--- src/shared/sar_ctrl_consts.svh ---
// named constants for the correcting converter sequencer
// assumes a 10 MHz system clock and a word-aligned Avalon-MM map
`ifndef SAR_CTRL_CONSTS_SVH
`define SAR_CTRL_CONSTS_SVH
`define CLK_PERIOD_NS 100
`define COARSE_STEP_NS 350
`define FINE_STEP_NS 700
`define COARSE_STEP_CYC ((`COARSE_STEP_NS + `CLK_PERIOD_NS - 1) / `CLK_PERIOD_NS)
`define FINE_STEP_CYC ((`FINE_STEP_NS + `CLK_PERIOD_NS - 1) / `CLK_PERIOD_NS)
`define CODE_MSB 11
`define COARSE_LSB 4
`define FINE_MSB 3
`define MSB_TRIAL 12'h800
`define FINE_TRIAL 4'h8
`define EIGHT_TAIL 4'h8
`define COARSE_TOP 8'hFF
`define REG_CTRL 5'h00
`define REG_STATUS 5'h04
`define REG_RESULT 5'h08
`define REG_IRQ_STAT 5'h0C
`define REG_IRQ_MASK 5'h10
`define CTRL_ALONE_BIT 0
`define STAT_BUSY_BIT 0
`define STAT_EIGHT_BIT 1
`define STAT_VALID_BIT 2
`define IRQ_DONE_BIT 0
`define IRQ_IGNORED_BIT 1
`define OE_ALL_OFF 3'h7
`define OE_ALL_ON 3'h0
`define OE_MSB_BYTE 3'h1
`define OE_LSB_BYTE 3'h4
`endif

--- src/shared/sar_ctrl_pkg.sv ---
// types shared by the converter sequencer files
// assumes sar_ctrl_consts.svh for the numeric constants
package sar_ctrl_pkg;
    typedef logic [11:0] code_t;
    typedef logic [7:0] coarse_t;
    typedef logic [3:0] bit_idx_t;
    typedef logic [2:0] step_cnt_t;
    typedef enum logic [2:0] {ST_IDLE, ST_COARSE, ST_CORR1, ST_CORR2, ST_FINE} seq_state_t;
endpackage : sar_ctrl_pkg

--- src/shared/sar_if.sv ---
// link between control top, correcting register and step timer
// assumes one clock domain shared by all three
`timescale 1ns/100ps
`default_nettype none
interface sar_if;
    import sar_ctrl_pkg::*;
    logic start;
    logic eight_bit;
    logic step;
    logic fine_next;
    logic active;
    logic done;
    code_t result;
    modport ctrl (output start, output eight_bit, input done, input result);
    modport seq (input start, input eight_bit, input step, output done, output result,
                 output fine_next, output active);
    modport timer (input start, input fine_next, input active, output step);
endinterface : sar_if
`default_nettype wire

--- src/rtl/correcting_approx_register.sv ---
// error-correcting successive approximation register
// assumes comparator_i high means input at or above the dac code
`timescale 1ns/100ps
`default_nettype none
`include "sar_ctrl_consts.svh"
module correcting_approx_register (
    input wire logic sys_clk_i,
    input wire logic rst_i,
    input wire logic comparator_i,
    output sar_ctrl_pkg::code_t dac_code_o,
    output logic dac_settle_fine_o,
    sar_if.seq sif
);
    import sar_ctrl_pkg::*;

    function automatic coarse_t nudge(input coarse_t c, input logic up);
        nudge = up ? c + 8'h01 : c - 8'h01;
    endfunction : nudge

    seq_state_t state_q, state_d;
    code_t code_q, code_d, result_q, result_d;
    bit_idx_t idx_q, idx_d;
    coarse_t cor_q, cor_d, coarse_q, coarse_d;
    logic up_q, up_d, eight_q, eight_d, done_q, done_d, fine_q, fine_d;

    always_comb begin
        state_d = state_q;
        code_d = code_q;
        idx_d = idx_q;
        cor_d = cor_q;
        coarse_d = coarse_q;
        up_d = up_q;
        eight_d = eight_q;
        done_d = 1'b0;
        result_d = result_q;
        case (state_q)
            ST_IDLE: begin
                if (sif.start) begin
                    state_d = ST_COARSE;
                    code_d = `MSB_TRIAL;
                    idx_d = bit_idx_t'(`CODE_MSB);
                    eight_d = sif.eight_bit;
                end
            end
            ST_COARSE: begin
                if (sif.step) begin
                    if (!comparator_i) code_d[idx_q] = 1'b0;
                    if (idx_q == bit_idx_t'(`COARSE_LSB)) begin
                        coarse_d = code_d[`CODE_MSB:`COARSE_LSB];
                        cor_d = code_d[`CODE_MSB:`COARSE_LSB];
                        if (eight_q) begin
                            // short cycle: no correction, no fine bits
                            state_d = ST_IDLE;
                            done_d = 1'b1;
                            result_d = {code_d[`CODE_MSB:`COARSE_LSB], `EIGHT_TAIL};
                        end else begin
                            state_d = ST_CORR1;
                        end
                    end else begin
                        idx_d = idx_q - bit_idx_t'(1);
                        code_d[idx_d] = 1'b1;
                    end
                end
            end
            ST_CORR1: begin
                if (sif.step) begin
                    // first check at the code's lower edge picks the direction
                    up_d = comparator_i;
                    if (comparator_i ? (cor_q != `COARSE_TOP) : (cor_q != '0)) begin
                        code_d = {nudge(cor_q, comparator_i), 4'h0};
                        if (!comparator_i) cor_d = nudge(cor_q, 1'b0);
                    end
                    state_d = ST_CORR2;
                end
            end
            ST_CORR2: begin
                if (sif.step) begin
                    if (up_q ? (comparator_i && cor_q != `COARSE_TOP) : (!comparator_i && cor_q != '0)) begin
                        cor_d = nudge(cor_q, up_q);
                    end
                    code_d = {cor_d, `FINE_TRIAL};
                    idx_d = bit_idx_t'(`FINE_MSB);
                    state_d = ST_FINE;
                end
            end
            ST_FINE: begin
                if (sif.step) begin
                    // fine bits only ever add to the corrected value
                    if (!comparator_i) code_d[idx_q] = 1'b0;
                    if (idx_q == '0) begin
                        state_d = ST_IDLE;
                        done_d = 1'b1;
                        result_d = code_d;
                    end else begin
                        idx_d = idx_q - bit_idx_t'(1);
                        code_d[idx_d] = 1'b1;
                    end
                end
            end
            default: state_d = ST_IDLE;
        endcase
        fine_d = (state_d == ST_CORR1) || (state_d == ST_CORR2) || (state_d == ST_FINE);
    end

    always_ff @(posedge sys_clk_i) begin
        if (rst_i) begin
            state_q <= ST_IDLE;
            code_q <= '0;
            idx_q <= '0;
            cor_q <= '0;
            coarse_q <= '0;
            up_q <= 1'b0;
            eight_q <= 1'b0;
            done_q <= 1'b0;
            result_q <= '0;
            fine_q <= 1'b0;
        end else begin
            state_q <= state_d;
            code_q <= code_d;
            idx_q <= idx_d;
            cor_q <= cor_d;
            coarse_q <= coarse_d;
            up_q <= up_d;
            eight_q <= eight_d;
            done_q <= done_d;
            result_q <= result_d;
            fine_q <= fine_d;
        end
    end

    assign dac_code_o = code_q;
    assign dac_settle_fine_o = fine_q;
    assign sif.done = done_q;
    assign sif.result = result_q;
    assign sif.fine_next = fine_d;
    assign sif.active = (state_q != ST_IDLE);
endmodule : correcting_approx_register
`default_nettype wire

--- src/rtl/error_correcting_sar_control.sv ---
// control top: start decoding, result readout, Avalon-MM registers, interrupt
// assumes all pins synchronous to sys_clk_i; comparator and dac are outside
`timescale 1ns/100ps
`default_nettype none
`include "sar_ctrl_consts.svh"
// Overview of operation
// - eight coarse decisions fast, 8-bit settling
// - exactly two correction cycles follow coarse
// - correction moves code one up, two down
// - four fine decisions at full settling
// - fine decisions only raise the code
// - processor control or stand-alone mode
// - read 12 bits or 8 then 4
// - straight binary result code
// - start when enable, select, convert all true
// - busy only converting; outputs off; restart ignored
// - drive only when reading; byte layout
// - latch byte-select; eight-bit result tail 1000
module error_correcting_sar_control (
    input wire logic sys_clk_i,
    input wire logic rst_i,
    input wire logic [4:0] address_i,
    input wire logic read_i,
    input wire logic write_i,
    input wire logic [31:0] writedata_i,
    input wire logic [3:0] byteenable_i,
    output logic [31:0] readdata_o,
    output logic waitrequest_o,
    output logic irq_o,
    input wire logic chip_enable_i,
    input wire logic chip_select_n_i,
    input wire logic read_convert_i,
    input wire logic full_width_i,
    input wire logic byte_select_i,
    input wire logic comparator_i,
    output logic conversion_busy_o,
    output sar_ctrl_pkg::code_t data_o,
    output logic [2:0] data_oe_n_o,
    output sar_ctrl_pkg::code_t dac_code_o,
    output logic dac_settle_fine_o
);
    import sar_ctrl_pkg::*;

    sar_if sif ();

    correcting_approx_register u_sar (
        .sys_clk_i(sys_clk_i),
        .rst_i(rst_i),
        .comparator_i(comparator_i),
        .dac_code_o(dac_code_o),
        .dac_settle_fine_o(dac_settle_fine_o),
        .sif(sif.seq)
    );

    step_timer u_timer (
        .sys_clk_i(sys_clk_i),
        .rst_i(rst_i),
        .tif(sif.timer)
    );

    function automatic logic [31:0] reg_read(input logic [4:0] addr, input logic alone,
        input logic [2:0] stat, input code_t res, input logic [1:0] ist, input logic [1:0] imask);
        case (addr)
            `REG_CTRL: reg_read = {31'h0, alone};
            `REG_STATUS: reg_read = {29'h0, stat};
            `REG_RESULT: reg_read = {20'h0, res};
            `REG_IRQ_STAT: reg_read = {30'h0, ist};
            `REG_IRQ_MASK: reg_read = {30'h0, imask};
            default: reg_read = 32'h0;
        endcase
    endfunction : reg_read

    // control pin state
    logic alone_q, alone_d;
    logic prev_start_q, prev_start_d;
    logic busy_q, busy_d;
    logic eight_q, eight_d;
    logic valid_q, valid_d;
    code_t result_q, result_d;
    code_t data_q, data_d;
    logic [2:0] oe_n_q, oe_n_d;

    // bus and interrupt state
    logic wait_q, wait_d;
    logic [31:0] rdata_q, rdata_d;
    logic [1:0] irq_stat_q, irq_stat_d;
    logic [1:0] irq_mask_q, irq_mask_d;
    logic irq_q, irq_d;

    logic ce_eff, sel_eff, a0_eff, wide_eff;
    logic start_lvl, start_edge, start_go, start_lost;
    logic rd_en;
    logic bus_acc, wr_commit;
    logic [2:0] stat_bits;

    // stand-alone forces the other control inputs to their strapped levels
    assign ce_eff = alone_q | chip_enable_i;
    assign sel_eff = alone_q | ~chip_select_n_i;
    assign a0_eff = ~alone_q & byte_select_i;
    assign wide_eff = alone_q | full_width_i;

    // last of the three inputs to arrive starts the conversion
    assign start_lvl = ce_eff & sel_eff & ~read_convert_i;
    assign start_edge = start_lvl & ~prev_start_q;
    assign start_go = start_edge & ~busy_q;
    assign start_lost = start_edge & busy_q;

    assign sif.start = start_go;
    assign sif.eight_bit = a0_eff;

    assign stat_bits = {valid_q, eight_q, busy_q};

    always_comb begin
        alone_d = alone_q;
        prev_start_d = start_lvl;
        busy_d = busy_q;
        eight_d = eight_q;
        valid_d = valid_q;
        result_d = result_q;
        if (start_go) begin
            busy_d = 1'b1;
            eight_d = a0_eff;
            valid_d = 1'b0;
        end else if (sif.done) begin
            // busy drops on the same edge the code is captured
            busy_d = 1'b0;
            valid_d = 1'b1;
            result_d = sif.result;
        end
        if (wr_commit && address_i == `REG_CTRL) alone_d = writedata_i[`CTRL_ALONE_BIT];
    end

    // readout drive, computed from next busy so no old data leaks at start
    assign rd_en = read_convert_i & ~busy_d & ce_eff & sel_eff;

    always_comb begin
        data_d = result_d;
        oe_n_d = `OE_ALL_OFF;
        if (rd_en) begin
            if (wide_eff) begin
                oe_n_d = `OE_ALL_ON;
            end else if (!a0_eff) begin
                oe_n_d = `OE_MSB_BYTE;
            end else begin
                // low byte: four zeros on the shared lines above the four lsbs
                oe_n_d = `OE_LSB_BYTE;
                data_d[7:4] = 4'h0;
            end
        end
    end

    // Avalon: one wait cycle per access, then waitrequest low for one edge
    assign bus_acc = (read_i | write_i) & wait_q;
    assign wr_commit = write_i & ~wait_q & byteenable_i[0];

    always_comb begin
        wait_d = ~bus_acc;
        rdata_d = rdata_q;
        if (bus_acc && read_i) begin
            rdata_d = reg_read(address_i, alone_q, stat_bits, result_q, irq_stat_q, irq_mask_q);
        end
        irq_mask_d = irq_mask_q;
        irq_stat_d = irq_stat_q;
        if (wr_commit && address_i == `REG_IRQ_MASK) irq_mask_d = writedata_i[1:0];
        if (wr_commit && address_i == `REG_IRQ_STAT) irq_stat_d = irq_stat_q & ~writedata_i[1:0];
        // a new event beats a clear in the same cycle
        if (sif.done) irq_stat_d[`IRQ_DONE_BIT] = 1'b1;
        if (start_lost) irq_stat_d[`IRQ_IGNORED_BIT] = 1'b1;
        irq_d = |(irq_stat_d & irq_mask_d);
    end

    always_ff @(posedge sys_clk_i) begin
        if (rst_i) begin
            alone_q <= 1'b0;
            // seeded high so a start level held through reset needs a fresh edge
            prev_start_q <= 1'b1;
            busy_q <= 1'b0;
            eight_q <= 1'b0;
            valid_q <= 1'b0;
            result_q <= '0;
            data_q <= '0;
            oe_n_q <= `OE_ALL_OFF;
        end else begin
            alone_q <= alone_d;
            prev_start_q <= prev_start_d;
            busy_q <= busy_d;
            eight_q <= eight_d;
            valid_q <= valid_d;
            result_q <= result_d;
            data_q <= data_d;
            oe_n_q <= oe_n_d;
        end
    end

    always_ff @(posedge sys_clk_i) begin
        if (rst_i) begin
            wait_q <= 1'b1;
            rdata_q <= '0;
            irq_stat_q <= '0;
            irq_mask_q <= '0;
            irq_q <= 1'b0;
        end else begin
            wait_q <= wait_d;
            rdata_q <= rdata_d;
            irq_stat_q <= irq_stat_d;
            irq_mask_q <= irq_mask_d;
            irq_q <= irq_d;
        end
    end

    assign readdata_o = rdata_q;
    assign waitrequest_o = wait_q;
    assign irq_o = irq_q;
    assign conversion_busy_o = busy_q;
    assign data_o = data_q;
    assign data_oe_n_o = oe_n_q;
endmodule : error_correcting_sar_control
`default_nettype wire

--- src/rtl/step_timer.sv ---
// decision pacing: one-cycle step enables, short in coarse phase, long in fine phase
// assumes sar_if and the step constants
`timescale 1ns/100ps
`default_nettype none
`include "sar_ctrl_consts.svh"
module step_timer (
    input wire logic sys_clk_i,
    input wire logic rst_i,
    sar_if.timer tif
);
    import sar_ctrl_pkg::*;

    function automatic step_cnt_t period(input logic fine);
        period = fine ? step_cnt_t'(`FINE_STEP_CYC) : step_cnt_t'(`COARSE_STEP_CYC);
    endfunction : period

    step_cnt_t cnt_q, cnt_d;

    assign tif.step = (cnt_q == step_cnt_t'(1));

    always_comb begin
        cnt_d = cnt_q - step_cnt_t'(1);
        if (tif.start) begin
            cnt_d = period(1'b0);
        end else if (!tif.active) begin
            cnt_d = '0;
        end else if (tif.step) begin
            // next phase decides how long the dac gets to settle
            cnt_d = period(tif.fine_next);
        end
    end

    always_ff @(posedge sys_clk_i) begin
        if (rst_i) begin
            cnt_q <= '0;
        end else begin
            cnt_q <= cnt_d;
        end
    end
endmodule : step_timer
`default_nettype wire

--- config.mk ---
export PLATFORM = sky130hd
export DESIGN_NAME = error_correcting_sar_control
export DESIGN_NICKNAME = d
export VERILOG_FILES = /design/src/shared/sar_ctrl_pkg.sv /design/src/shared/sar_if.sv /design/src/rtl/correcting_approx_register.sv /design/src/rtl/error_correcting_sar_control.sv /design/src/rtl/step_timer.sv
export VERILOG_INCLUDE_DIRS = /design/src /design/src/shared
export SDC_FILE = /design/constraint.sdc
export NUM_CORES = 1
export LEC_CHECK = 0
export BUFFER_PORTS_ARGS = -buffer_cell sky130_fd_sc_hd__buf_2
export CAP_MARGIN = 20
export CORE_MARGIN = 1
export CORE_UTILIZATION = 49
export DETAILED_ROUTE_END_ITERATION = 8
export HOLD_SLACK_MARGIN = 0.06
export PLACE_DENSITY_LB_ADDON = 0.08
export SYNTH_ARGS = -nofsm -noshare
export SYNTH_HDL_FRONTEND = slang
export SYNTH_SLANG_ARGS = --single-unit
export TNS_END_PERCENT = 20
--- constraint.sdc ---
create_clock -name sys_clk_i -period 2.5 [get_ports sys_clk_i]
set_clock_uncertainty 0.05 [all_clocks]
set_input_delay 0.125 -clock sys_clk_i [delete_from_list [all_inputs] [get_ports sys_clk_i]]
set_output_delay 0.125 -clock sys_clk_i [all_outputs]
set_load 0.005 [all_outputs]
Word level (Yosys, flattened, before mapping)
Index checks and enable logic that the tools add are counted.
{"block": "totals", "ram_bits": 0, "word_cells": 196, "regBits": 116, "latch_bits": 0, "out_inout_bits": 63, "memories": 0, "rom_bits": 0}
{"block": "op_classes", "multipliers": 0, "order_cmp": 4, "n_reduce_logical": 30, "n_bitwise": 33, "eq_ne": 26, "shift": 0, "n_mux": 75, "n_div": 0, "add_sub_neg": 4}
{"cell": "2-to-1 mux 12 bit", "n": 19}
{"cell": "case mux 12 bit (5 select lines)", "n": 2}
{"cell": "2-to-1 mux 8 bit", "n": 9}
{"cell": "2-to-1 mux 3 bit", "n": 12}
{"cell": "2-to-1 mux 4 bit", "n": 9}
{"cell": "OR 12 bit", "n": 2}
{"cell": "case mux 12 bit (2 select lines)", "n": 1}
{"cell": "case mux 8 bit (3 select lines)", "n": 1}
{"cell": "AND reduction 7 bit", "n": 3}
{"cell": "!= test 2 bit (second input constant)", "n": 8}
{"cell": "case mux 4 bit (4 select lines)", "n": 1}
{"cell": "case mux 3 bit (5 select lines)", "n": 1}
{"cell": "2-to-1 mux 1 bit", "n": 13}
{"cell": "bitwise AND 1 bit", "n": 12}
{"cell": "bitwise AND 12 bit", "n": 1}
{"cell": "equality test 3 x 2 -> 1 bit (second input constant)", "n": 4}
{"cell": "inverter 12 bit", "n": 1}
{"cell": "equality test 5 x 4 -> 1 bit (second input constant)", "n": 2}
{"cell": "< comparator 4 x 5 -> 1 bit (second input constant)", "n": 2}
{"cell": "inverter 1 bit", "n": 10}
{"cell": "adder 8 x 1 -> 8 bit (second input constant)", "n": 1}
{"cell": "demux 1 bit (select 4 bit)", "n": 2}
{"cell": "greater-or-equal comparator 4 x 1 -> 1 bit (second input constant)", "n": 2}
{"cell": "logical AND 1 bit", "n": 8}
{"cell": "29 further kinds", "n": 46}

Longest topological paths before layout
Gate-level depths: netlist of run 1.
{"block": "logic_depth", "word_depth": 15, "mapped_depth": 11, "depth_no_buf": 8}

Cells and area by module
Synthesis of run 1 repeated with hierarchy kept, for this count alone.
{"block": "hier_totals", "hier_cells": 633, "hier_area_um2": 5187.5}
{"mod": "correcting_approx_register", "seq_area_each_um2": 860.8, "instances": 1, "area_per_inst_um2": 3145.5, "cells_each": 408}
{"mod": "error_correcting_sar_control", "seq_area_each_um2": 840.8, "instances": 1, "area_per_inst_um2": 1878.1, "cells_each": 207}
{"mod": "step_timer", "seq_area_each_um2": 60.1, "instances": 1, "area_per_inst_um2": 163.9, "cells_each": 18}

Least setup slack after synthesis of run 1
Ideal clock, no wire load.
{"block": "synth_timing", "kind": "reg2reg", "from": "reg u_sar.cor_q[0]", "to": "reg u_sar.code_q[10], in the netlist u_sar.dac_code_o[10]", "slack_ns": 0.144, "setup_ns": 0.117, "stages_incl_launch_ff": 11, "t_arrival_ns": 2.188, "n_path_buf": 2, "path_cell_list": "dfxtp_1 -> inv_1 -> ha_1 -> buf_2 -> nor3b_1 -> a211o_1 -> buf_2 -> a22oi_1 -> mux2i_1 -> o211ai_1 -> a32o_1"}
{"block": "synth_between", "elab_chain_len": 6, "word_cells_on_any_way": 17, "cone_classes": "add/sub (2); eq/ne (2); mux (9); reduce/logical (4)"}
{"item": "start: declaration", "line": "correcting_approx_register.sv:23", "source": "coarse_t cor_q, cor_d, coarse_q, coarse_d;"}
{"item": "start signal: assignment", "line": "correcting_approx_register.sv:121", "source": "cor_q <= cor_d;"}
{"item": "parallel branches: the longest is 6 deep, another holds subtractor 8 x 1 -> 8 bit"}
{"item": "end signal: assignment", "line": "correcting_approx_register.sv:119", "source": "code_q <= code_d;"}
{"item": "end: declaration", "line": "correcting_approx_register.sv:21", "source": "code_t code_q, code_d, result_q, result_d;"}
Parallel ways; which one is timed is not known. The select of a mux whose other input is x is not followed.
A chain may end at the register's enable or synchronous reset.

Worst setup path after layout of run 1
{"block": "layout_timing", "from": "reg u_sar.idx_q[1]", "to": "reg u_sar.code_q[9], in the netlist u_sar.dac_code_o[9]"}
{"block": "layout_between", "elab_chain_len": 13, "word_cells_on_any_way": 26, "cone_classes": "add/sub (1); order compare (4); eq/ne (1); mux (13); bitwise (4); reduce/logical (3)"}
{"item": "start: declaration", "line": "correcting_approx_register.sv:22", "source": "bit_idx_t idx_q, idx_d;"}
{"item": "start signal: assignment", "line": "correcting_approx_register.sv:120", "source": "idx_q <= idx_d;"}
{"item": "< comparator 4 x 5 -> 1 bit (not written as such) or greater-or-equal comparator 4 x 1 -> 1 bit (tied branches)", "line": "correcting_approx_register.sv:47, correcting_approx_register.sv:89"}
{"item": "logical AND 1 bit (not written as such)", "line": "correcting_approx_register.sv:47, correcting_approx_register.sv:89"}
{"item": "2-to-1 mux 1 bit (not written as such)", "line": "correcting_approx_register.sv:47, correcting_approx_register.sv:89"}
{"item": "demux 1 bit (select 4 bit)"}
{"item": "inverter 12 bit (no source line)"}
{"item": "bitwise AND 12 bit (no source line)"}
{"item": "2-to-1 mux 12 bit", "line": "correcting_approx_register.sv:47, correcting_approx_register.sv:89"}
{"item": "2-to-1 mux 12 bit", "line": "correcting_approx_register.sv:46, correcting_approx_register.sv:87"}
{"item": "2-to-1 mux 12 bit", "line": "correcting_approx_register.sv:36", "source": "case (state_q)"}
{"item": "OR 12 bit (no source line)"}
{"item": "2-to-1 mux 12 bit, on equally long branches", "line": "correcting_approx_register.sv:90, correcting_approx_register.sv:48"}
{"item": "2-to-1 mux 12 bit, on equally long branches", "line": "correcting_approx_register.sv:87, correcting_approx_register.sv:46"}
{"item": "case mux 12 bit (5 select lines) (*)", "line": "correcting_approx_register.sv:36"}
Mark *: on every way between the ends. The rest lies on a longest branch, timed or not. The select of a mux whose other input is x is not followed.

==> reports/results.ini, run 1 <==
[synth]
ys_warn_count = 0
synth_ff_type = dfxtp_1
synth.avg_cell_area_um2 = 7.98
async_reset_ff_share_pct = 0
syn-cell-area_um2 = 5050
synth_edf_count = 0
yosysSeqAreaShare_pct = 34.9
synth_cells = 633
synth_cell_types = 64
ys_ff_latch = 88

[global_routing]
grt_pass1_wl_mm = 22.9
track_usage_pct = 26.5
grt_antenna_before_repair = 0
grt_max_degree = 53
overflow = 0
grt_pass1_vias = 4575

[die]
die-area_um2 = 10700
num_rows = 36
start_util_pct = 51.2
die-width_um = 104
fp.dieH_um = 104
core-area_um2 = 9860
io_pins = 114

[place]
dp_hpwl_mm = 10.2
portBuffers = 60
place.gp.congestion = 0.967
dp_cells = 806

[clock_network]
cts_tree = done
clkTransAtPathRegs_ns = 0.09
cts-root-buf = clkbuf_8
clock_latency_ns = 0.35
cts.sinks = 88
numCtsBuffers = 9
ctsLongestPathBuffers = 2
htree_num_levels = 3

[worst_setup_path]
crit_path_end_kind = flip-flop
critPathKind = flip-flop to flip-flop
worstPathArrival_ns = 2.62
critPathLaunchType = flip-flop
required_ns = 2.71
crit_fanout = 5

[power_and_ir_drop]
power.density_nw_per_um2 = 479
ir_drop_uv = 331
p_leak_nw = 2.44

[timing]
slew_headroom_pct = 59.2
rsz0062_at_grt = no
setup_tns_ns = 0
post-route-min-period_ns = 2.41
drv_slew = 0
hold_viol = 0
fin_crit_sh_pct = 96.4
tightest_slew_ns = 0.611
setup_violations = 0
worst_hold_slack_ns = 0.106
fmax_mhz = 415

[detailed_routing]
routedWlPerCell_um = 16.7
drt-initial-drc-count = 383
antenna_left = 0
dr.pass1.iters = 7
viasPerCell = 5.90
wl_mm = 13.8
vias = 4902
drc = 0

[finish]
multi_input_area_um2 = 2900
fillers = 935
regArea_um2 = 1760
fin_nets = 754
fin_cells = 831
area_delta_synth_final_pct = 14.2
layout-drive-gt1-share_pct = 18.5
n_antenna_cell = 0

[hold_path]
hp-class = input pin to flip-flop

[run_status]
status = finished, final reports clean

[job]
drv_cap = 0

-- per-layer routing --
| layer | up-vias | global-route usage, % | wire length, um |
|---|---|---|---|
| li1 | 2350 | - | - |
| met1 | 2317 | 36.4 | 6220 |
| met2 | 211 | 41.7 | 6390 |
| met3 | 24 | 4.15 | 961 |
| met4 | 0 | 10.0 | 277 |
| met5 | - | 0 | 0 |
-- cells in the mapped netlist, types with 4 or more instances --
cell / count / area share (%)
nor2_1: 70 / 5.2
nand3b_1: 4 / 0.59
clkbuf_1: 32 / 2.4
a21o_1: 8 / 1.2
o2bb2ai_1: 4 / 0.69
mux2i_1: 20 / 4.0
buf_4: 28 / 4.2
nor3b_1: 4 / 0.59
o21ai_0: 28 / 2.8
and3b_1: 5 / 0.87
buf_2: 11 / 1.1
a21oi_1: 49 / 4.9
a31oi_1: 7 / 0.87
buf_1: 4 / 0.30
xor2_1: 6 / 1.0
nor2b_1: 5 / 0.62
nor4_1: 7 / 0.87
nand3_1: 26 / 2.6
nand2_1: 50 / 3.7
nand2b_1: 9 / 1.1
a22oi_1: 17 / 2.5
ha_1: 10 / 2.5
a32o_1: 5 / 0.99
inv_1: 15 / 1.1
a211o_1: 5 / 0.87
nor3_1: 28 / 2.8
dfxtp_1: 88 / 35
nand4_1: 5 / 0.62
a311oi_1: 4 / 0.69
o22ai_1: 4 / 0.50
a211oi_1: 4 / 0.59
o211ai_1: 4 / 0.59
xnor2_1: 10 / 1.7
a32oi_1: 4 / 0.69
-- layout by cell type (no fill, tap or decap), types with 15 or more instances in the layout --
cell type / Yosys / routed
a21oi_1: 49 / 49
a22oi_1: 17 / 17
buf_2: 11 / 60
buf_4: 28 / 36
conb_1: 1 / 20
dfxtp_1: 88 / 86
inv_1: 15 / 15
mux2i_1: 20 / 20
nand2_1: 50 / 50
nand3_1: 26 / 26
nor2_1: 70 / 70
nor3_1: 28 / 28
o21ai_0: 28 / 28
-- state kept, by name (all words and copies together) (netlist names), 2 cells and up --
signal,count
u_sar.idx_q,4
result_q,12
irq_mask_q,2
data_oe_n_o,3
u_sar.state_q,3
u_sar.dac_code_o,12
u_timer.cnt_q,3
data_o,4
irq_stat_q,2
readdata_o,12
u_sar.sif.result,12
u_sar.cor_q,8
-- worst paths after layout --
| check | from | endpoint | slack [ns] | cells past startpoint |
|---|---|---|---|---|
| worst max-delay path | u_sar.idx_q[1] | u_sar.dac_code_o[9] | 0.09 | 8 |
| worst max register to register | u_sar.idx_q[1] | u_sar.dac_code_o[9] | 0.09 | 8 |
| worst min-delay path | address_i[0] | readdata_o[2] | 0.11 | 4 |
| worst min register to register | readdata_o[2] | readdata_o[2] | 0.42 | 2 |
-- where the power goes --
part / leakage, nW / total [mW] / internal, mW / switching (mW)
registers: 0.712 / 1.44 / 1.42 / 0.0205
logic: 1.62 / 0.312 / 0.114 / 0.197
clock network: 0.101 / 1.01 / 0.473 / 0.538
total: 2.44 / 2.76 / 2.00 / 0.755
-- repair_timing --
item / CTS / global route
endpoints found under the setup margin: 0 / 7
hold buffers: 9 / 0
buffers inserted: 0 / 0
resized for setup: 0 / 4
endpoints found under the hold margin: 8 / 0
-- worst max-delay path: stages (launching register included) --
cell and delay [ns]:
dfxtp_1 0.33, inv_1 0.11, ha_1 0.28, or3b_1 0.37
a21o_1 0.22, and2_0 0.18, a32o_1 0.26, a211o_1 0.27
a32o_1 0.25
-- cell families after synthesis --
group	after synthesis	synth area share (%)
AOI/OAI and AO/OA	171	23.3
xor gates and xnor gates	16	2.77
adders and majority gates	10	2.48
buffers and inverters	91	9.27
DFF	88	34.9
muxes	22	4.41
other	1	0.0743
and+or+nand+nor	234	22.8
-- through the flow --
stage | area (um^2) | setup slack [ns] | utilization (%) | total power [mW]
after detailed placement | 5470 | 0.0279 | 55.4 | 1.76
after floorplan | 5120 | 0.144 | - | 1.69
after CTS | 5760 | 0.00655 | 58.4 | 2.78
after global placement | 5470 | 0.105 | 55.4 | 1.76
after global routing | 5770 | 0.00832 | 58.5 | 2.89
final | 5770 | 0.0907 | 58.5 | 2.76
-- final cells by class --
class	count	area share, %
Multi-Input combinational cell	473	50.2
Sequential cell	88	30.6
Timing Repair Buffer	106	11.8
Tap cell	133	2.89
Clock buffer	9	2.15
Clock inverter	7	1.35
Inverter	15	0.976
Note: power is estimated with default switching activity, not from simulation.
==> run 2, diff against run 1 <==
--- a/config.mk
+++ b/config.mk
@@ -9,11 +9,12 @@
 export BUFFER_PORTS_ARGS = -buffer_cell sky130_fd_sc_hd__buf_2
 export CAP_MARGIN = 20
 export CORE_MARGIN = 1
-export CORE_UTILIZATION = 49
+export CORE_UTILIZATION = 50
 export DETAILED_ROUTE_END_ITERATION = 8
 export HOLD_SLACK_MARGIN = 0.06
 export PLACE_DENSITY_LB_ADDON = 0.08
 export SYNTH_ARGS = -nofsm -noshare
 export SYNTH_HDL_FRONTEND = slang
+export SYNTH_HIERARCHICAL = 1
 export SYNTH_SLANG_ARGS = --single-unit
 export TNS_END_PERCENT = 20
==> run 2 against run 1 <==
Net effect:
- cell count is 2.0% higher
- non-clock buffer count up 8
- total power up 4.8%
- core utilization rose by 2.2 points
- first-iteration DRC count grew 9.7%
- synthesized cell count did not move
- wire length is 5.4% higher
- flip-flop and latch count unchanged
- worst setup slack worse by 0.0079 ns
- final area grew 4.2%
- fmax decreased by 0.33%
- register-to-register slack barely moved
- critical path type unchanged
- critical endpoint is now u_sar/cor_q[6]
==> reports/results.ini, run 2 <==
[global_routing]
grt_pass1_wl_mm = 23.5  ; +2.5%
grt_antenna_before_repair = 0  ; unchanged
track_usage_pct = 27.4  ; +0.95 points
overflow = 0  ; unchanged
grt_pass1_vias = 4611  ; +0.79%
grt_max_degree = 26  ; -51%

[worst_setup_path]
crit-reg2reg-capture = u_sar/cor_q[6]
max_stage_delay_ns = 0.49  ; +0.12 ns
crit_path_end_kind = flip-flop
rrSetupSlack_ns = 0.08  ; about the same
crit_chain = inv_1, ha_1, or4b_4, nor3_2, o21a_4, or3_1, buf_4, nor3_1, a211oi_1
required_ns = 2.74  ; +0.03 ns
timing.rr.start = u_sar/cor_q[1]
critPathKind = flip-flop to flip-flop
worstPathArrival_ns = 2.65  ; +0.03 ns
critPathLaunchType = flip-flop
cpMaxStageDelayCell = or4b_4
worstRegToRegCells = 9  ; +1
crit_fanout = 7  ; +2

[synth]
ys_warn_count = 6  ; +6
async_reset_ff_share_pct = 0  ; unchanged
yosysTopAreaCell = dfxtp_1
yosysSeqAreaShare_pct = 34.0  ; -0.93 points
synth_ff_type = dfxtp_1
synth_area_leaders = dfxtp_1 34%, nor2_1 4.6%, buf_4 4.2%
ys_ff_latch = 88  ; unchanged
synth_edf_count = 0  ; unchanged
synth.avg_cell_area_um2 = 8.20  ; +2.7%
netlist.area_leader.share_pct = 34.0  ; -0.93 points
synth_cell_types = 81  ; +27%
synthMostInstantiatedCell = dfxtp_1
yosys-top-cells-count = 88 x dfxtp_1, 63 x nor2_1, 49 x nand2_1
syn-cell-area_um2 = 5190  ; +2.7%
synth_cells = 633  ; unchanged

[finish]
final_common_cell = dfxtp_1
area_delta_synth_final_pct = 15.8
n_antenna_cell = 0  ; unchanged
final_cell_mix = 88 x dfxtp_1, 63 x nor2_1, 60 x buf_2
fin_nets = 771  ; +2.3%
fin_cells = 848  ; +2.0%
stdcell_area_um2 = 6010  ; +4.2%
final_util_pct = 60.6  ; +2.2 points
layout-drive-gt1-share_pct = 22.2  ; +3.8 points

[clock_network]
postCtsSetupBuffers = 0  ; unchanged
clock_latency_ns = 0.38  ; +0.03 ns
cts.sinks = 88  ; unchanged
cts_tree = done
cts-resized-gates = 0  ; unchanged
clkTransAtPathRegs_ns = 0.11  ; +0.02 ns
cts-root-buf = clkbuf_8
numCtsBuffers = 9  ; unchanged
htree_num_levels = 3  ; unchanged
ctsLongestPathBuffers = 2  ; unchanged
cts_hold_buf = 11  ; +2

[place]
dp_slack_ns = 0.170  ; +0.142 ns
place.gp.congestion = 0.929  ; -4.0%
portBuffers = 60  ; unchanged
placedInstanceArea_um2 = 5650  ; +3.3%
dp_hpwl_mm = 10.9  ; +6.9%
dp_cells = 821  ; +1.9%

[detailed_routing]
drt-initial-drc-count = 420  ; +9.7%
vias = 4903  ; +0.020%
wl_met1_mm = 6.66  ; +7.0%
viasPerCell = 5.78  ; -2.0%
dr.pass1.iters = 5  ; -2
dr_wl_met2_mm = 6.76  ; +5.8%
highest_layer = met4
dr_wl_met3_um = 844  ; -12%
wl_mm = 14.6  ; +5.4%
drc = 0  ; unchanged
antenna_left = 0  ; unchanged
routedWlPerCell_um = 17.2  ; +3.3%

[timing]
rsz0062_at_grt = no
fmax_mhz = 414  ; -0.33%
hold_viol = 0  ; unchanged
drv_slew = 0  ; unchanged
tightest_slew_ns = 0.730  ; +0.119 ns
setup_violations = 0  ; unchanged
post-route-min-period_ns = 2.42  ; +0.00792 ns
slew_headroom_pct = 50.9  ; -8.2 points
setup_tns_ns = 0  ; unchanged
finalWorstSetupSlack_ns = 0.0828  ; -0.00792 ns
fin_crit_sh_pct = 96.7  ; +0.32 points

[hold_path]
hp-start = address_i[0]
hold_depth = 4  ; unchanged
hp-class = input pin to flip-flop
whs_endpoint = readdata_o[0]

[run_status]
status = finished, final reports clean

[die]
die-width_um = 104  ; +0.33%
start_util_pct = 52.3  ; +1.2 points
die-area_um2 = 10800  ; +0.66%
core-area_um2 = 9910  ; +0.46%
io_pins = 114  ; unchanged
fp.dieH_um = 104  ; +0.33%
num_rows = 36  ; unchanged

[job]
drv_cap = 0  ; unchanged

[power_and_ir_drop]
p_leak_nw = 2.31  ; -5.0%
power.density_nw_per_um2 = 482  ; +0.60%
ir_drop_uv = 273  ; -17%

## run 2: layout make-up
cell class,count,area [um^2]
multi-input combinational,469,2990
timing repair buffer,114,733
clock buffer,9,124
clock inverter,7,126
tap,133,166
sequential,88,1760
fill,922,3900
inverter,28,106
## run 2: logic make-up after synthesis
group           count (synthesis)  share of synthesized area (%)
flops                          88                           34.0
simple gates                  231                           22.8
other cells                     1                         0.0723
buf+inv                        95                           9.79
fa+ha+maj                      10                           2.41
xor+xnor                       15                           2.53
compound gates                176                           24.9
mux                            17                           3.57
## run 2: metal layers
metal / GRT usage, % / vias up
li1: - / 2400
met3: 4.07 / 31
met4: 12.1 / 0
met1: 36.5 / 2289
met2: 44.0 / 183
met5: 0 / -
## run 2: power by group
| part | internal, mW | switching, mW |
|---|---|---|
| Sequential | 1.41 | 0.0130 |
| Clock | 0.678 | 0.575 |
| Combinational | 0.0814 | 0.134 |
## run 2: worst max-delay path by stage
| stage | startpoint | end | slack, ns |
|---|---|---|---|
| after floorplan | u_sar/cor_q[0] | u_sar/cor_q[1] | 0.04 |
| after global routing | u_sar/cor_q[1] | u_sar/dac_code_o[5] | 0.005 |
| after global placement | u_sar/cor_q[1] | u_sar/dac_code_o[11] | 0.19 |
| after CTS | u_sar/cor_q[1] | u_sar/dac_code_o[7] | 0.14 |
| final | u_sar/cor_q[1] | u_sar/cor_q[6] | 0.08 |
| after detailed placement | u_sar/cor_q[1] | u_sar/dac_code_o[7] | 0.17 |
## run 2: through the flow
step / power (mW) / hold slack [ns]
global route: 3.00 / 0.0895
detailed placement: 1.65 / 0.296
finish: 2.89 / 0.0869
CTS: 2.91 / 0.0704
floorplan: 1.61 / 0.167
global placement: 1.65 / 0.276
## run 2: critical path, delay by kind of cell, from the launching register on
kind | cells | cell delay [ns]
AND/OR/NAND/NOR | 4 | 1.04
flip-flops | 1 | 0.35
adder cells (fa/ha/maj) | 1 | 0.15
buffers and inverters | 2 | 0.33
AO/OA/AOI/OAI | 2 | 0.41
==> run 3, diff against run 2 <==
--- a/config.mk
+++ b/config.mk
@@ -6,6 +6,7 @@
 export SDC_FILE = /design/constraint.sdc
 export NUM_CORES = 1
 export LEC_CHECK = 0
+export ABC_AREA = 1
 export BUFFER_PORTS_ARGS = -buffer_cell sky130_fd_sc_hd__buf_2
 export CAP_MARGIN = 20
 export CORE_MARGIN = 1
==> run 3 against run 2 <==
Net effect:
- global-route usage fell by 1.1 points
- clock power is 20% lower
- largest power group unchanged
- total power up 5.5%
- synthesized cell count is 24% higher
- via count grew 6.2%
- first-iteration DRC count shrank 26%
- synthesized area grew 2.9%
- hold slack gained 0.036 ns
- final area is 2.2% lower
- flip-flop and latch count unchanged
- die area up 2.8%
- count of clock-buffer cells in the layout is the same
==> reports/results.ini, run 3 <==
[power_and_ir_drop]
p_comb_share_pct = 19.2  ; +12 points
internal_power_mw = 1.99  ; -8.1%
ir_drop_uv = 243  ; -11%
p_sw_share_pct = 34.7  ; +9.7 points
power.density_nw_per_um2 = 520  ; +7.9%
total_power_mw = 3.05  ; +5.5%
p_sw_mw = 1.06  ; +46%
p_seq_share_pct = 48.1  ; -1.1 points
p_clk_share_pct = 32.7  ; -11 points
p_leak_nw = 2.82  ; +22%

[timing]
setup_tns_ns = 0  ; unchanged
hold_viol = 0  ; unchanged
drv_slew = 0  ; unchanged
post-route-min-period_ns = 2.19  ; -0.224 ns
fin_crit_sh_pct = 87.7  ; -8.9 points
fmax_mhz = 456  ; +10%
slew_headroom_pct = 46.5  ; -4.4 points
tightest_slew_ns = 0.802  ; +0.0722 ns
finalWorstSetupSlack_ns = 0.307  ; +0.224 ns
worst_hold_slack_ns = 0.123  ; +0.0360 ns
rsz0062_at_grt = no
setup_violations = 0  ; unchanged

[detailed_routing]
dr.pass1.iters = 5  ; unchanged
wl_mm = 14.3  ; -1.9%
drt-initial-drc-count = 310  ; -26%
antenna_left = 0  ; unchanged
vias = 5205  ; +6.2%
viasPerCell = 5.30  ; -8.4%
routedWlPerCell_um = 14.6  ; -15%
drc = 0  ; unchanged

[die]
io_pins = 114  ; unchanged
die-width_um = 105  ; +1.4%
num_rows = 37  ; +2.8%
core-area_um2 = 10300  ; +4.2%
fp.dieH_um = 105  ; +1.4%
die-area_um2 = 11100  ; +2.8%
start_util_pct = 51.7  ; -0.66 points

[global_routing]
grt_max_degree = 36  ; +38%
overflow = 0  ; unchanged
grt_pass1_vias = 4716  ; +2.3%
grt_pass1_wl_mm = 22.9  ; -2.4%
grt_antenna_before_repair = 0  ; unchanged
track_usage_pct = 26.3  ; -1.1 points

[clock_network]
clock_latency_ns = 0.37  ; about the same
cts-root-buf = clkbuf_8
ctsLongestPathBuffers = 2  ; unchanged
clkTransAtPathRegs_ns = 0.10  ; about the same
postCtsSetupBuffers = 0  ; unchanged
numCtsBuffers = 9  ; unchanged
cts.sinks = 88  ; unchanged
cts_tree = done
htree_num_levels = 3  ; unchanged
cts-resized-gates = 0  ; unchanged

[worst_setup_path]
crit_top_cell = nor2_1
worstPathArrival_ns = 2.41  ; -0.24 ns
crit_chain = inv_1, ha_1, nand2_1, nor2_1, nor2_1, nor3_2, nand2_2, a211oi_1, a21oi_1
worstRegToRegCells = 9  ; unchanged
crit_path_end_kind = flip-flop
required_ns = 2.72  ; -0.02 ns
critPathKind = flip-flop to flip-flop
crit_fanout = 16  ; +9
critPathLaunchType = flip-flop
cpMaxStageDelayCell = dfxtp_1
max_stage_delay_ns = 0.37  ; -0.12 ns

[run_status]
status = finished, final reports clean

[hold_path]
hp-class = input pin to flip-flop
hold_depth = 4  ; unchanged

[synth]
synth_ff_type = dfxtp_1
ys_warn_count = 6  ; unchanged
synth_edf_count = 0  ; unchanged
synth_compound_area_share_pct = 16.0  ; -8.9 points
synth_cells = 785  ; +24%
synth_top_family_by_area = simple AND/OR/NAND/NOR gates
synth_area_leaders = dfxtp_1 33%, nand2_1 14%, nor2_1 5.5%
yosysTopAreaCell = dfxtp_1
syn-cell-area_um2 = 5340  ; +2.9%
yosysSeqAreaShare_pct = 33.0  ; -0.95 points
async_reset_ff_share_pct = 0  ; unchanged
synth_adder_area_share_pct = 2.34  ; -0.067 points
yosys-top-cells-count = 201 x nand2_1, 88 x dfxtp_1, 78 x nor2_1
synthSimpleGateAreaFrac_pct = 34.9  ; +12 points
ys_ff_latch = 88  ; unchanged
synthXorXnorAreaFrac_pct = 0.821  ; -1.7 points
synth_cell_types = 49  ; -40%
synth.avg_cell_area_um2 = 6.80  ; -17%
netlist.area_leader.share_pct = 33.0  ; -0.95 points
synthMostInstantiatedCell = nand2_1
synthMuxAreaShare_pct = 0  ; -3.6 points

[finish]
n_antenna_cell = 0  ; unchanged
final_common_cell = nand2_1
layout-drive-gt1-share_pct = 19.0  ; -3.2 points
area_delta_synth_final_pct = 10.1
fin_nets = 903  ; +17%
fin_cells = 983  ; +16%
final_cell_mix = 201 x nand2_1, 88 x dfxtp_1, 78 x nor2_1

[place]
dp_cells = 959  ; +17%
place.gp.congestion = 0.926  ; -0.33%
portBuffers = 60  ; unchanged
dp_hpwl_mm = 10.7  ; -2.0%
dp_slack_ns = 0.360  ; +0.190 ns

[job]
drv_cap = 0  ; unchanged

[run 3: changes by cell type after synthesis, sizes merged, moves of 14 or more]
cell	delta
a21oi	+21
nand3	+21
mux2i	-14
nand2	+174
nor2	+29
a22oi	-17
inv	+57
clkbuf	-17
o21ai	+36
[run 3: cells by family (layout without fill, tap and decap cells)]
family / count (synthesis) / after routing
AND/OR/NAND/NOR: 398 / 398
AO/OA/AOI/OAI: 146 / 146
buffers and inverters: 137 / 180
flip-flops: 88 / 88
adder cells (fa/ha/maj): 10 / 10
XOR/XNOR: 5 / 5
other: 1 / 20
[run 3: critical path: cells and delay by family (launching register included)]
kind	cells	cell delay [ns]
AND/OR/NAND/NOR	5	0.82
flip-flops	1	0.37
AO/OA/AOI/OAI	2	0.37
adder cells (fa/ha/maj)	1	0.31
buffers and inverters	1	0.17
[run 3: repair_timing]
| item | CTS | global route |
|---|---|---|
| endpoints found under the hold margin | 8 | 0 |
| hold buffers | 8 | 0 |
| endpoints found under the setup margin | 0 | 0 |
[run 3: path summary, 6_finish.rpt]
path                            slack [ns]      startpoint        endpoint
worst max register to register        0.31  u_sar/idx_q[0]  u_sar/cor_q[7]
worst min-delay path                  0.12    address_i[3]         alone_q
worst max-delay path                  0.31  u_sar/idx_q[0]  u_sar/cor_q[7]
worst min register to register        0.42         eight_q         eight_q
[run 3: cell type report]
cell class | count | area, um^2
clock buffer | 9 | 124
timing repair buffer | 77 | 448
multi-input combinational | 579 | 2960
inverter | 87 | 337
fill | 1032 | 4450
clock inverter | 7 | 72.6
tap | 136 | 170
sequential | 88 | 1760
[run 3: per-stage QoR]
step	cell area [um^2]	utilization (%)
after global routing	5870	56.9
final	5870	56.9
after CTS	5870	56.9
after detailed placement	5600	54.2
after global placement	5600	54.2
after floorplan	5410	-
[run 3: routing by layer]
layer  global-route usage [%]  wire [um]  share of wire [%]
met5                        0          0                  0
met4                     13.6        461                3.2
met3                     3.90       1020                7.1
met2                     43.6       6670                 47
met1                     33.1       6180                 43
[run 3: power groups by stage]
stage | registers [mW] | logic, mW | clock network (mW)
finish | 1.47 | 0.585 | 0.998
global route | 1.48 | 0.653 | 1.09
CTS | 1.47 | 0.576 | 1.03
detailed placement | 1.50 | 0.564 | 0
global placement | 1.50 | 0.555 | 0
floorplan | 1.49 | 0.459 | 0
